## src/verilog/clock_reset_pkg.sv

```systemverilog
package clock_reset_pkg;

  // ------------------------------------------------------------------
  // register map (byte-wide registers on the control interface)
  // ------------------------------------------------------------------
  localparam logic [7:0] ADDR_IRQ_STATUS    = 8'h01;
  localparam logic [7:0] ADDR_IRQ_MASK      = 8'h02;
  localparam logic [7:0] ADDR_CLOCK_SETUP   = 8'h03;
  localparam logic [7:0] ADDR_REF_DIV_HIGH  = 8'h04;
  localparam logic [7:0] ADDR_REF_DIV_LOW   = 8'h05;
  localparam logic [7:0] ADDR_FB_DIV_HIGH   = 8'h06;
  localparam logic [7:0] ADDR_FB_DIV_LOW    = 8'h07;
  localparam logic [7:0] ADDR_LOOP_TUNING   = 8'h08;
  localparam logic [7:0] ADDR_SYSTEM_ENABLE = 8'h09;
  localparam logic [7:0] ADDR_COMMAND       = 8'h0A;
  localparam logic [7:0] ADDR_LEVEL_THRESH  = 8'h0B;
  localparam logic [7:0] ADDR_MAX           = 8'h0F;

  // ------------------------------------------------------------------
  // reset values and field positions
  // ------------------------------------------------------------------
  localparam logic [7:0] RESET_BYTE         = 8'h00;
  localparam logic [7:0] CMD_CLOCK_START    = 8'h01;
  localparam logic [7:0] CMD_CLOCK_STOP     = 8'h00;
  localparam int         POS_RATE_HI        = 6;
  localparam int         POS_RATE_LO        = 5;
  localparam int         POS_LOOP_REF       = 4;
  localparam int         POS_LOOP_MODE      = 3;
  localparam int         POS_MAIN_SOURCE    = 2;
  localparam int         POS_PRE_DIVIDER_HI      = 1;
  localparam int         POS_PRE_DIVIDER_LO      = 0;
  localparam int         POS_IRQ_CLK_READY  = 0;
  localparam int         POS_IRQ_LEVEL      = 1;
  localparam logic [7:0] SETUP_WRITE_MASK   = 8'h7F;
  localparam logic [7:0] DIV_HIGH_MASK      = 8'h1F;
  localparam logic [7:0] IRQ_WRITE_MASK     = 8'h03;
  localparam int         DIV_WIDTH          = 13;
  localparam logic [13:0] DIV_ZERO_VALUE    = 14'h2000;

  // ------------------------------------------------------------------
  // timing
  // ------------------------------------------------------------------
  localparam int         MAIN_CLOCK_KHZ     = 24576;
  localparam int         STOP_MAX_CYCLES    = 4;
  localparam int         START_SETTLE_CYCLES = 16;
  localparam logic [4:0] SETTLE_COUNT       = 5'(START_SETTLE_CYCLES - 1);

  // ------------------------------------------------------------------
  // carrier types
  // ------------------------------------------------------------------
  typedef enum logic [2:0] {
    CLK_OFF      = 3'b001,
    CLK_STARTING = 3'b010,
    CLK_RUNNING  = 3'b100
  } clk_state_e;

  typedef struct packed {
    logic       write;
    logic       read;
    logic [7:0] addr;
    logic [7:0] wdata;
  } reg_access_s;

  typedef struct packed {
    logic       main_clock_en;
    logic       use_osc_out;
    logic       loop_closed;
    logic       loop_ref_frame_sync;
    logic [1:0] pre_divider;
    logic [1:0] rate_select;
    logic [13:0] ref_divide_value;
    logic [13:0] feedback_divide_value;
    logic [7:0] loop_tuning;
  } clock_cfg_s;

  // ref/feedback divider fields: zero means the longest divide
  function automatic logic [13:0] divide_ratio(input logic [12:0] field);
    divide_ratio = (field == 13'h0000) ? DIV_ZERO_VALUE : {1'b0, field};
  endfunction

endpackage

```

## src/verilog/main_clock_ctrl.sv

```systemverilog
`timescale 1ns/1ps
// Function
// RULE1 - reset from power-on or low reset pin
// RULE2 - host keeps control port idle during reset
// RULE3 - host may pulse reset pin low anytime
// RULE4 - audio registers changed only with clock running
// RULE5 - host starts oscillator first after reset
// RULE6 - logic targets 24.576MHz main clock
// RULE7 - clock off from reset, registers still accessible
// RULE8 - main clock from reference pin or PLL
// RULE9 - frame sync reference only when port slave
// RULE10 - frame sync kept synchronous to reference pin
// RULE11 - host programs setup before clock start
// RULE12 - masked clock-ready drives interrupt pin low
// RULE13 - command 0x01 starts main clock
// RULE14 - ready flag set on ready, read clears
// RULE15 - setup register locked while clock active
// RULE16 - host leaves dividers alone while PLL runs
// RULE17 - host clears enables then sends stop
// RULE18 - clock halts within four cycles of stop
// RULE19 - PLL reference kept four cycles after stop
// RULE20 - audio blocks held in reset while stopped
// RULE21 - oscillator source: audio port, amplifier off
// RULE22 - microphone level over threshold raises interrupt; the code never flags level while the threshold is 0
// RULE23 - setup register bit layout
// RULE24 - loop reference: divided clock or frame sync
// RULE25 - loop mode: open oscillator or closed PLL
// RULE26 - divider zero means divide by 8192
// RULE27 - setup writes ignored while clock active
module main_clock_ctrl
  import clock_reset_pkg::*;
(
  // clock and resets
  input  wire logic       clock_i,
  input  wire logic       rst_i,
  input  wire logic       power_on_reset_i,
  input  wire logic       ext_reset_low_pin_i,
  // register access from the control interface
  input  reg_access_s     access_i,
  output logic      [7:0] rdata_o,
  // clock generator status and microphone level
  input  wire logic       osc_locked_i,
  input  wire logic [7:0] mic_level_i,
  // clock steering out
  output clock_cfg_s      clock_cfg_o,
  output logic            audio_reset_o,
  output logic            device_reset_o,
  output logic            irq_low_o,
  output logic            irq_low_oe_o
);

  // ------------------------------------------------------------------
  // reset combination
  // ------------------------------------------------------------------
  // the pin is sampled like any input, so it may be pulled low at any time
  // while powered; a pulse shorter than one clock period can be missed
  logic reset_any;
  assign reset_any = rst_i | power_on_reset_i | ~ext_reset_low_pin_i; // RULE1 RULE3

  // ------------------------------------------------------------------
  // state
  // ------------------------------------------------------------------
  typedef struct packed {
    clk_state_e clk_state;
    logic [4:0] settle_count;
    logic [1:0] stop_count;
    logic [7:0] clock_setup;
    logic [7:0] irq_status_reg;
    logic [7:0] irq_mask_reg;
    logic [7:0] system_enable_reg;
    logic [7:0] level_threshold;
    logic       clock_en;
    logic       audio_reset;
  } ctrl_state_s;

  ctrl_state_s state_reg;
  ctrl_state_s state_next;

  logic [15:0][7:0] bank_words;
  logic [7:0]       bank_rdata;
  logic             bank_we;
  logic [7:0]       own_rdata_reg;
  logic [7:0]       own_rdata_next;
  logic             own_hit_reg;
  logic             own_hit_next;
  logic             clock_active;
  logic             level_event;
  logic             ready_event;
  logic             divider_addr;

  // the setup lock and the stop decode both key on this, so a clock that is
  // still settling already counts as active
  assign clock_active = state_reg.clk_state != CLK_OFF;

  // registers reachable with the main clock stopped: this logic runs on
  // the control clock, not the main clock
  assign divider_addr = (access_i.addr >= ADDR_REF_DIV_HIGH)
                      && (access_i.addr <= ADDR_LOOP_TUNING); // RULE7
  assign bank_we = access_i.write && divider_addr;

  // divider and tuning bytes live in the small memory
  reg_bank u_bank (
    .clock_i (clock_i),
    .rst_i   (reset_any),
    .we_i    (bank_we),
    .waddr_i (access_i.addr[3:0]),
    .wdata_i (access_i.wdata),
    .raddr_i (access_i.addr[3:0]),
    .rdata_o (bank_rdata),
    .words_o (bank_words)
  );

  // event sources; ready waits for both the settle count and the lock
  // report, so a lock level left over from a stop cannot cut it short
  assign ready_event = (state_reg.clk_state == CLK_STARTING)
                     && (state_reg.settle_count == 5'h00) && osc_locked_i;
  // level detect only meaningful while the main clock runs
  assign level_event = (state_reg.clk_state == CLK_RUNNING)
                     && (mic_level_i > state_reg.level_threshold)
                     && (state_reg.level_threshold != 8'h00); // RULE22

  // ------------------------------------------------------------------
  // next-state logic
  // ------------------------------------------------------------------
  always_comb begin
    state_next = state_reg;
    own_hit_next = 1'b0;
    own_rdata_next = RESET_BYTE;

    // register writes
    if (access_i.write) begin
      case (access_i.addr)
        ADDR_CLOCK_SETUP: begin
          if (!clock_active) begin // RULE15 RULE27
            state_next.clock_setup = access_i.wdata & SETUP_WRITE_MASK; // RULE23
          end
        end
        ADDR_IRQ_MASK: begin
          state_next.irq_mask_reg = access_i.wdata & IRQ_WRITE_MASK;
        end
        ADDR_SYSTEM_ENABLE: begin
          state_next.system_enable_reg = access_i.wdata;
        end
        ADDR_LEVEL_THRESH: begin
          state_next.level_threshold = access_i.wdata;
        end
        default: begin
        end
      endcase
    end

    // clock state machine
    case (state_reg.clk_state)
      CLK_OFF: begin
        state_next.clock_en = 1'b0;
        state_next.audio_reset = 1'b1; // RULE20
        if (access_i.write && access_i.addr == ADDR_COMMAND
            && access_i.wdata == CMD_CLOCK_START) begin // RULE13
          state_next.clk_state = CLK_STARTING;
          state_next.settle_count = SETTLE_COUNT;
          state_next.clock_en = 1'b1;
        end
      end
      CLK_STARTING: begin
        if (state_reg.settle_count != 5'h00) begin
          state_next.settle_count = state_reg.settle_count - 5'h01;
        end
        if (ready_event) begin
          state_next.clk_state = CLK_RUNNING;
          state_next.audio_reset = 1'b0;
        end
      end
      CLK_RUNNING: begin
        state_next.audio_reset = 1'b0;
      end
      default: begin
        state_next.clk_state = CLK_OFF;
      end
    endcase

    // stop command: gate the main clock after a short drain count
    if (clock_active) begin
      if (state_reg.stop_count != 2'h0) begin
        // keep the audio blocks held through the drain, else the running
        // state would release them for a cycle before the clock halts
        state_next.audio_reset = 1'b1; // RULE20
        state_next.stop_count = state_reg.stop_count - 2'h1;
        if (state_reg.stop_count == 2'h1) begin
          state_next.clk_state = CLK_OFF; // RULE18
          state_next.clock_en = 1'b0;
          state_next.audio_reset = 1'b1; // RULE20
        end
      end else if (access_i.write && access_i.addr == ADDR_COMMAND
                   && access_i.wdata == CMD_CLOCK_STOP) begin
        // stop counted in control cycles: two drain cycles at 50MHz end well
        // inside four cycles of the 24.576MHz main clock
        state_next.stop_count = 2'(STOP_MAX_CYCLES - 2); // RULE18 RULE6
        state_next.audio_reset = 1'b1;
      end
    end

    // status read-to-clear on the read edge itself; the read data still show
    // the old value, and a later clear would drop an event landing on that
    // edge unseen; a new event in the same cycle wins
    if (access_i.read && access_i.addr == ADDR_IRQ_STATUS) begin
      state_next.irq_status_reg = RESET_BYTE; // RULE14
    end
    if (ready_event) begin
      state_next.irq_status_reg[POS_IRQ_CLK_READY] = 1'b1; // RULE14
    end
    if (level_event) begin
      state_next.irq_status_reg[POS_IRQ_LEVEL] = 1'b1; // RULE22
    end

    // readback of own registers
    case (access_i.addr)
      ADDR_IRQ_STATUS: begin
        own_hit_next = 1'b1;
        own_rdata_next = state_reg.irq_status_reg;
      end
      ADDR_IRQ_MASK: begin
        own_hit_next = 1'b1;
        own_rdata_next = state_reg.irq_mask_reg;
      end
      ADDR_CLOCK_SETUP: begin
        own_hit_next = 1'b1;
        own_rdata_next = state_reg.clock_setup;
      end
      ADDR_SYSTEM_ENABLE: begin
        own_hit_next = 1'b1;
        own_rdata_next = state_reg.system_enable_reg;
      end
      ADDR_COMMAND: begin
        own_hit_next = 1'b1;
        own_rdata_next = {7'h00, clock_active};
      end
      ADDR_LEVEL_THRESH: begin
        own_hit_next = 1'b1;
        own_rdata_next = state_reg.level_threshold;
      end
      default: begin
        own_hit_next = 1'b0;
      end
    endcase
  end

  // ------------------------------------------------------------------
  // registers
  // ------------------------------------------------------------------
  always_ff @(posedge clock_i) begin
    if (reset_any) begin // RULE1
      state_reg.clk_state         <= CLK_OFF; // RULE7
      state_reg.settle_count      <= 5'h00;
      state_reg.stop_count        <= 2'h0;
      state_reg.clock_setup       <= RESET_BYTE;
      state_reg.irq_status_reg    <= RESET_BYTE;
      state_reg.irq_mask_reg      <= RESET_BYTE;
      state_reg.system_enable_reg <= RESET_BYTE;
      state_reg.level_threshold   <= RESET_BYTE;
      state_reg.clock_en          <= 1'b0;
      state_reg.audio_reset       <= 1'b1;
      own_rdata_reg               <= RESET_BYTE;
      own_hit_reg                 <= 1'b0;
    end else begin
      state_reg     <= state_next;
      own_rdata_reg <= own_rdata_next;
      own_hit_reg   <= own_hit_next;
    end
  end

  // ------------------------------------------------------------------
  // outputs
  // ------------------------------------------------------------------
  // read data one cycle after the address; unmapped addresses up to 0x0F read zero
  assign rdata_o = own_hit_reg ? own_rdata_reg : bank_rdata;

  // clock steering towards the analogue generator
  always_comb begin
    clock_cfg_o.main_clock_en       = state_reg.clock_en;
    clock_cfg_o.use_osc_out         = state_reg.clock_setup[POS_MAIN_SOURCE]; // RULE8
    clock_cfg_o.loop_closed         = state_reg.clock_setup[POS_LOOP_MODE]; // RULE25
    clock_cfg_o.loop_ref_frame_sync = state_reg.clock_setup[POS_LOOP_REF]; // RULE24
    clock_cfg_o.pre_divider         = state_reg.clock_setup[POS_PRE_DIVIDER_HI:POS_PRE_DIVIDER_LO];
    clock_cfg_o.rate_select         = state_reg.clock_setup[POS_RATE_HI:POS_RATE_LO];
    clock_cfg_o.ref_divide_value    = divide_ratio({
      bank_words[ADDR_REF_DIV_HIGH[3:0]][4:0],
      bank_words[ADDR_REF_DIV_LOW[3:0]]}); // RULE26
    clock_cfg_o.feedback_divide_value = divide_ratio({
      bank_words[ADDR_FB_DIV_HIGH[3:0]][4:0],
      bank_words[ADDR_FB_DIV_LOW[3:0]]}); // RULE26
    clock_cfg_o.loop_tuning         = bank_words[ADDR_LOOP_TUNING[3:0]];
  end

  // audio sub-blocks stay in reset whenever the main clock is not running
  assign audio_reset_o  = state_reg.audio_reset | reset_any; // RULE20 RULE4
  assign device_reset_o = reset_any;

  // open-drain interrupt: pull low when any masked flag is set
  // the pin value never changes, only the enable, so a shared pull-up works
  assign irq_low_o    = 1'b0;
  assign irq_low_oe_o = |(state_reg.irq_status_reg
                          & state_reg.irq_mask_reg); // RULE12

endmodule // main_clock_ctrl

```

## src/verilog/reg_bank.sv

```systemverilog
`timescale 1ns/1ps
// small byte register memory, read data comes from a register
module reg_bank
  import clock_reset_pkg::*;
(
  // clock and reset
  input  wire logic       clock_i,
  input  wire logic       rst_i,
  // write port
  input  wire logic       we_i,
  input  wire logic [3:0] waddr_i,
  input  wire logic [7:0] wdata_i,
  // read port
  input  wire logic [3:0] raddr_i,
  output logic      [7:0] rdata_o,
  // all words, for steering logic
  output logic [15:0][7:0] words_o
);

  typedef struct packed {
    logic [15:0][7:0] mem;
    logic [7:0]       rdata;
  } bank_state_s;

  bank_state_s state_reg;
  bank_state_s state_next;

  // write then registered read
  always_comb begin
    state_next = state_reg;
    if (we_i) begin
      state_next.mem[waddr_i] = wdata_i;
    end
    state_next.rdata = state_reg.mem[raddr_i];
  end

  always_ff @(posedge clock_i) begin
    if (rst_i) begin
      state_reg <= '0;
    end else begin
      state_reg <= state_next;
    end
  end

  assign rdata_o = state_reg.rdata;
  assign words_o = state_reg.mem;

endmodule // reg_bank
```

## config.mk

```make
export PLATFORM = sky130hd
export DESIGN_NAME = main_clock_ctrl
export DESIGN_NICKNAME = d
export VERILOG_FILES = /design/src/verilog/clock_reset_pkg.sv /design/src/verilog/main_clock_ctrl.sv /design/src/verilog/reg_bank.sv
export SDC_FILE = /design/constraint.sdc
export NUM_CORES = 1
export LEC_CHECK = 0
export ABC_AREA = 0
export BUFFER_PORTS_ARGS = -buffer_cell sky130_fd_sc_hd__buf_2
export CAP_MARGIN = 20
export CORE_ASPECT_RATIO = 1.5
export CORE_MARGIN = 2
export CORE_UTILIZATION = 40
export DETAILED_ROUTE_END_ITERATION = 10
export GPL_ROUTABILITY_DRIVEN = 0
export SYNTH_ARGS = -nofsm -noshare
export SYNTH_HDL_FRONTEND = slang
export SYNTH_HIERARCHICAL = 1
export SYNTH_SLANG_ARGS = --single-unit
```

## constraint.sdc

```tcl
create_clock -name clock_i -period 2.4 [get_ports clock_i]
set_input_delay 0 -clock clock_i [delete_from_list [all_inputs] [get_ports clock_i]]
set_output_delay 0 -clock clock_i [all_outputs]
set_load 0.03 [all_outputs]
```

==> impl_metrics.csv <==
group,metric,value,unit
run_status,outcome,"completed",
clocking,clock-sinks,184,
critical_path,cp.buffers_inverters,4,
timing,max_clock_freq,483,MHz
critical_path,end_kind,"flip-flop",
routing,vias,6970,
routing,wirelength,24.2,mm
critical_path,r2r_start,"state_reg[44]",
placement,dp_hpwl,16.6,mm
grt,grt.total_usage,0.217,
critical_path,crit_family,"simple AND/OR/NAND/NOR gates",
synthesis,synth-seq-area-share,0.426,
critical_path,cp.arrival,2.36,ns
min_path,hp-class,"primary input to flip-flop",
pwr,p_leak,3.89,nW
timing,worst_pin_slew,0.921,ns
final_layout,final_util,0.474,
floorplan,start_util,0.409,
synthesis,synth.top_cell.area_share,0.426,
synthesis,synth_area_leaders,"dfxtp_1 (43%), mux2i_1 (15%), nor2_1 (5.5%)",
routing,drtAntennaViolNets,0,
pwr,clockPowerShare,0.453,
clocking,numCtsBuffers,17,
routing,dr.pass1.iters,5,
critical_path,critPathSlowestCell,"or3_1",
final_layout,diodes,0,
placement,place_ws,0.114,ns
synthesis,ys_seq_elements,184,
grt,grt_pass1_wl,37.7,mm
critical_path,crit_chain,"dlygate4sd3_1 -> buf_2 -> inv_1 -> nor4_1 -> a21oi_1 -> nor3b_1 -> buf_4 -> nand3_1 -> or3_1 -> mux2i_1 -> nor2_1",
timing,finalHoldViolations,0,
clocking,htreeDepth,4,
final_layout,fin_nets,1039,
floorplan,core.rowCount,65,
grt,grt_overflow_total,0,
min_path,hp-start,"access_i[7]",
synthesis,yosysUniqueCellTypes,56,
run,drv_cap,0,
clocking,insertion_delay,0.44,ns
timing,post-route-period-util,0.862,
clocking,cts.path.max_buffers,2,
final_layout,areaGrowthSynthToFinish,15.7,%
clocking,cts_setup_buffers,0,
timing,period_minus_slack,2.07,ns
routing,drc,0,
final_layout,mostFrequentLayoutCell,"dfxtp_1",
final_layout,largest_reg_flops,128,
pwr,power.density,620,nW/um2
synthesis,synth_area,8650,um2
grt,grt_max_degree,87,
critical_path,crit_type,"primary input to flip-flop",
clocking,cts_tree,"yes",
pwr,combPwrFrac,0.055,
timing,relSlewSlack,0.386,
synthesis,avgSynthCellArea,9.25,um2
critical_path,cp_max_fo,8,
floorplan,die_h,184,um
critical_path,critPathLaunch,"access_i[11]",
final_layout,drive_gt1_frac,0.218,
synthesis,syn-num-nets,979,
synthesis,syn_inst,935,
timing,fin_worst_skew,0.0115,ns
floorplan,fp.coreArea,21100,um2
clocking,cts_resized,0,
timing,hold_ws,0.0390,ns
synthesis,ys_warn_count,6,
timing,fin_ws,0.330,ns
grt,grt_pass1_vias,6780,
timing,rsz0062_at_grt,"false",
final_layout,final_cell_mix,"dfxtp_1 (184), nor2_1 (126), mux2i_1 (126), buf_2 (85), nand2_1 (71)",
synthesis,ys.flop_type,"dfxtp_1",
pwr,sw_frac_of_total,0.247,
routing,wl_per_cell,19.0,um
clocking,cts_root_buf,"clkbuf_16",
pwr,netSwitchingPower,1.54,mW
pwr,sequentialPowerShare,0.492,
timing,tns,0,ns
grt,antenna_found_initial,0,
synthesis,yosysTopAreaCell,"dfxtp_1",
timing,maxSlewViolCount,0,
pwr,vdd_drop_max,0.473,mV
floorplan,die_w,124,um
routing,via_per_inst,5.46,
floorplan,pin_count,87,
floorplan,dieArea,22800,um2
clocking,cts_hold_buffers,5,
synthesis,synth_edf_count,0,
placement,port_buffers,85,
critical_path,slowest_delay,0.54,ns
timing,setup_violations,0,
routing,drt_iter0_drc,483,
critical_path,worstPathRequired,2.69,ns
critical_path,start_kind,"primary input",
pwr,internal_power,4.67,mW
clocking,path_clk_slew,0.07,ns
synthesis,synthArstFlopShare,0,
## layout make-up
cell class,instances,area [um2]
clock buffer,19,453
tap,268,335
sequential,184,3680
fill,2079,11100
inverter,17,66.3
multi-input combinational,638,4470
clock inverter,13,138
timing repair buffer,137,866
## through the flow
stage	cells	total power [mW]	cell area, um2
2_1_floorplan	935	3.32	8650
3_3_place_gp	1239	3.46	9380
6_report	1276	6.21	10000
5_1_grt	1276	6.41	10000
4_1_cts	1276	6.26	10000
3_5_place_dp	1239	3.46	9380
## cell families (layout without fill, tap and decap cells)
logic type                 after synthesis  in the layout  share of synthesized area
other                                    1              1                   0.000433
xor gates and xnor gates                 2              2                    0.00202
AOI/OAI and AO/OA                      161            161                      0.105
and+or+nand+nor                        294            294                      0.165
adders and majority gates               13             13                     0.0188
DFF                                    184            184                      0.426
buffers and inverters                  113            186                     0.0573
muxes                                  167            167                      0.225
## synth_stat cells, drive strengths merged, types with 5 or more instances
master  number
nand3b       6
a22oi       11
mux4        20
nand3       21
mux2i      126
o211ai       9
nor2       128
nor3        13
or4          6
a21oi       70
o21ai       52
nand2b       8
nand4        5
or3          6
inv         16
buf         33
nand2       72
a211oi       5
dfxtp      184
nor4         8
nor3b        5
ha          13
clkbuf      63
mux2        21
nor2b        6
## path summary, 6_finish.rpt
kind                        endpoint  slack, ns  cells after the start
hold reg to reg    u_bank/words_o[5]       0.46                      2
hold / removal    u_bank/words_o[55]       0.04                      3
setup / recovery  u_bank/words_o[76]       0.33                     11
setup reg to reg       state_reg[26]       0.37                      6
## power groups by stage
stage	Combinational [mW]	Clock (mW)	Sequential (mW)
after floorplan	0.193	0	3.12
after global placement	0.338	0	3.12
after detailed placement	0.339	0	3.13
after CTS	0.345	2.87	3.05
after global routing	0.368	2.99	3.05
final	0.345	2.81	3.05
## layer usage
layer  global-route usage  up-vias  share of wire
met5                    0        -              0
met4                0.101        0          0.035
met3               0.0343       38          0.030
met2                0.372      165           0.51
met1                0.262     3382           0.43
li1                     -     3385              -
## tightest hold or removal path: stages
cell and delay [ns]:
buf_2 0.26, nand2_1 0.11, a21oi_1 0.05
(Power assumes the default switching activity.)
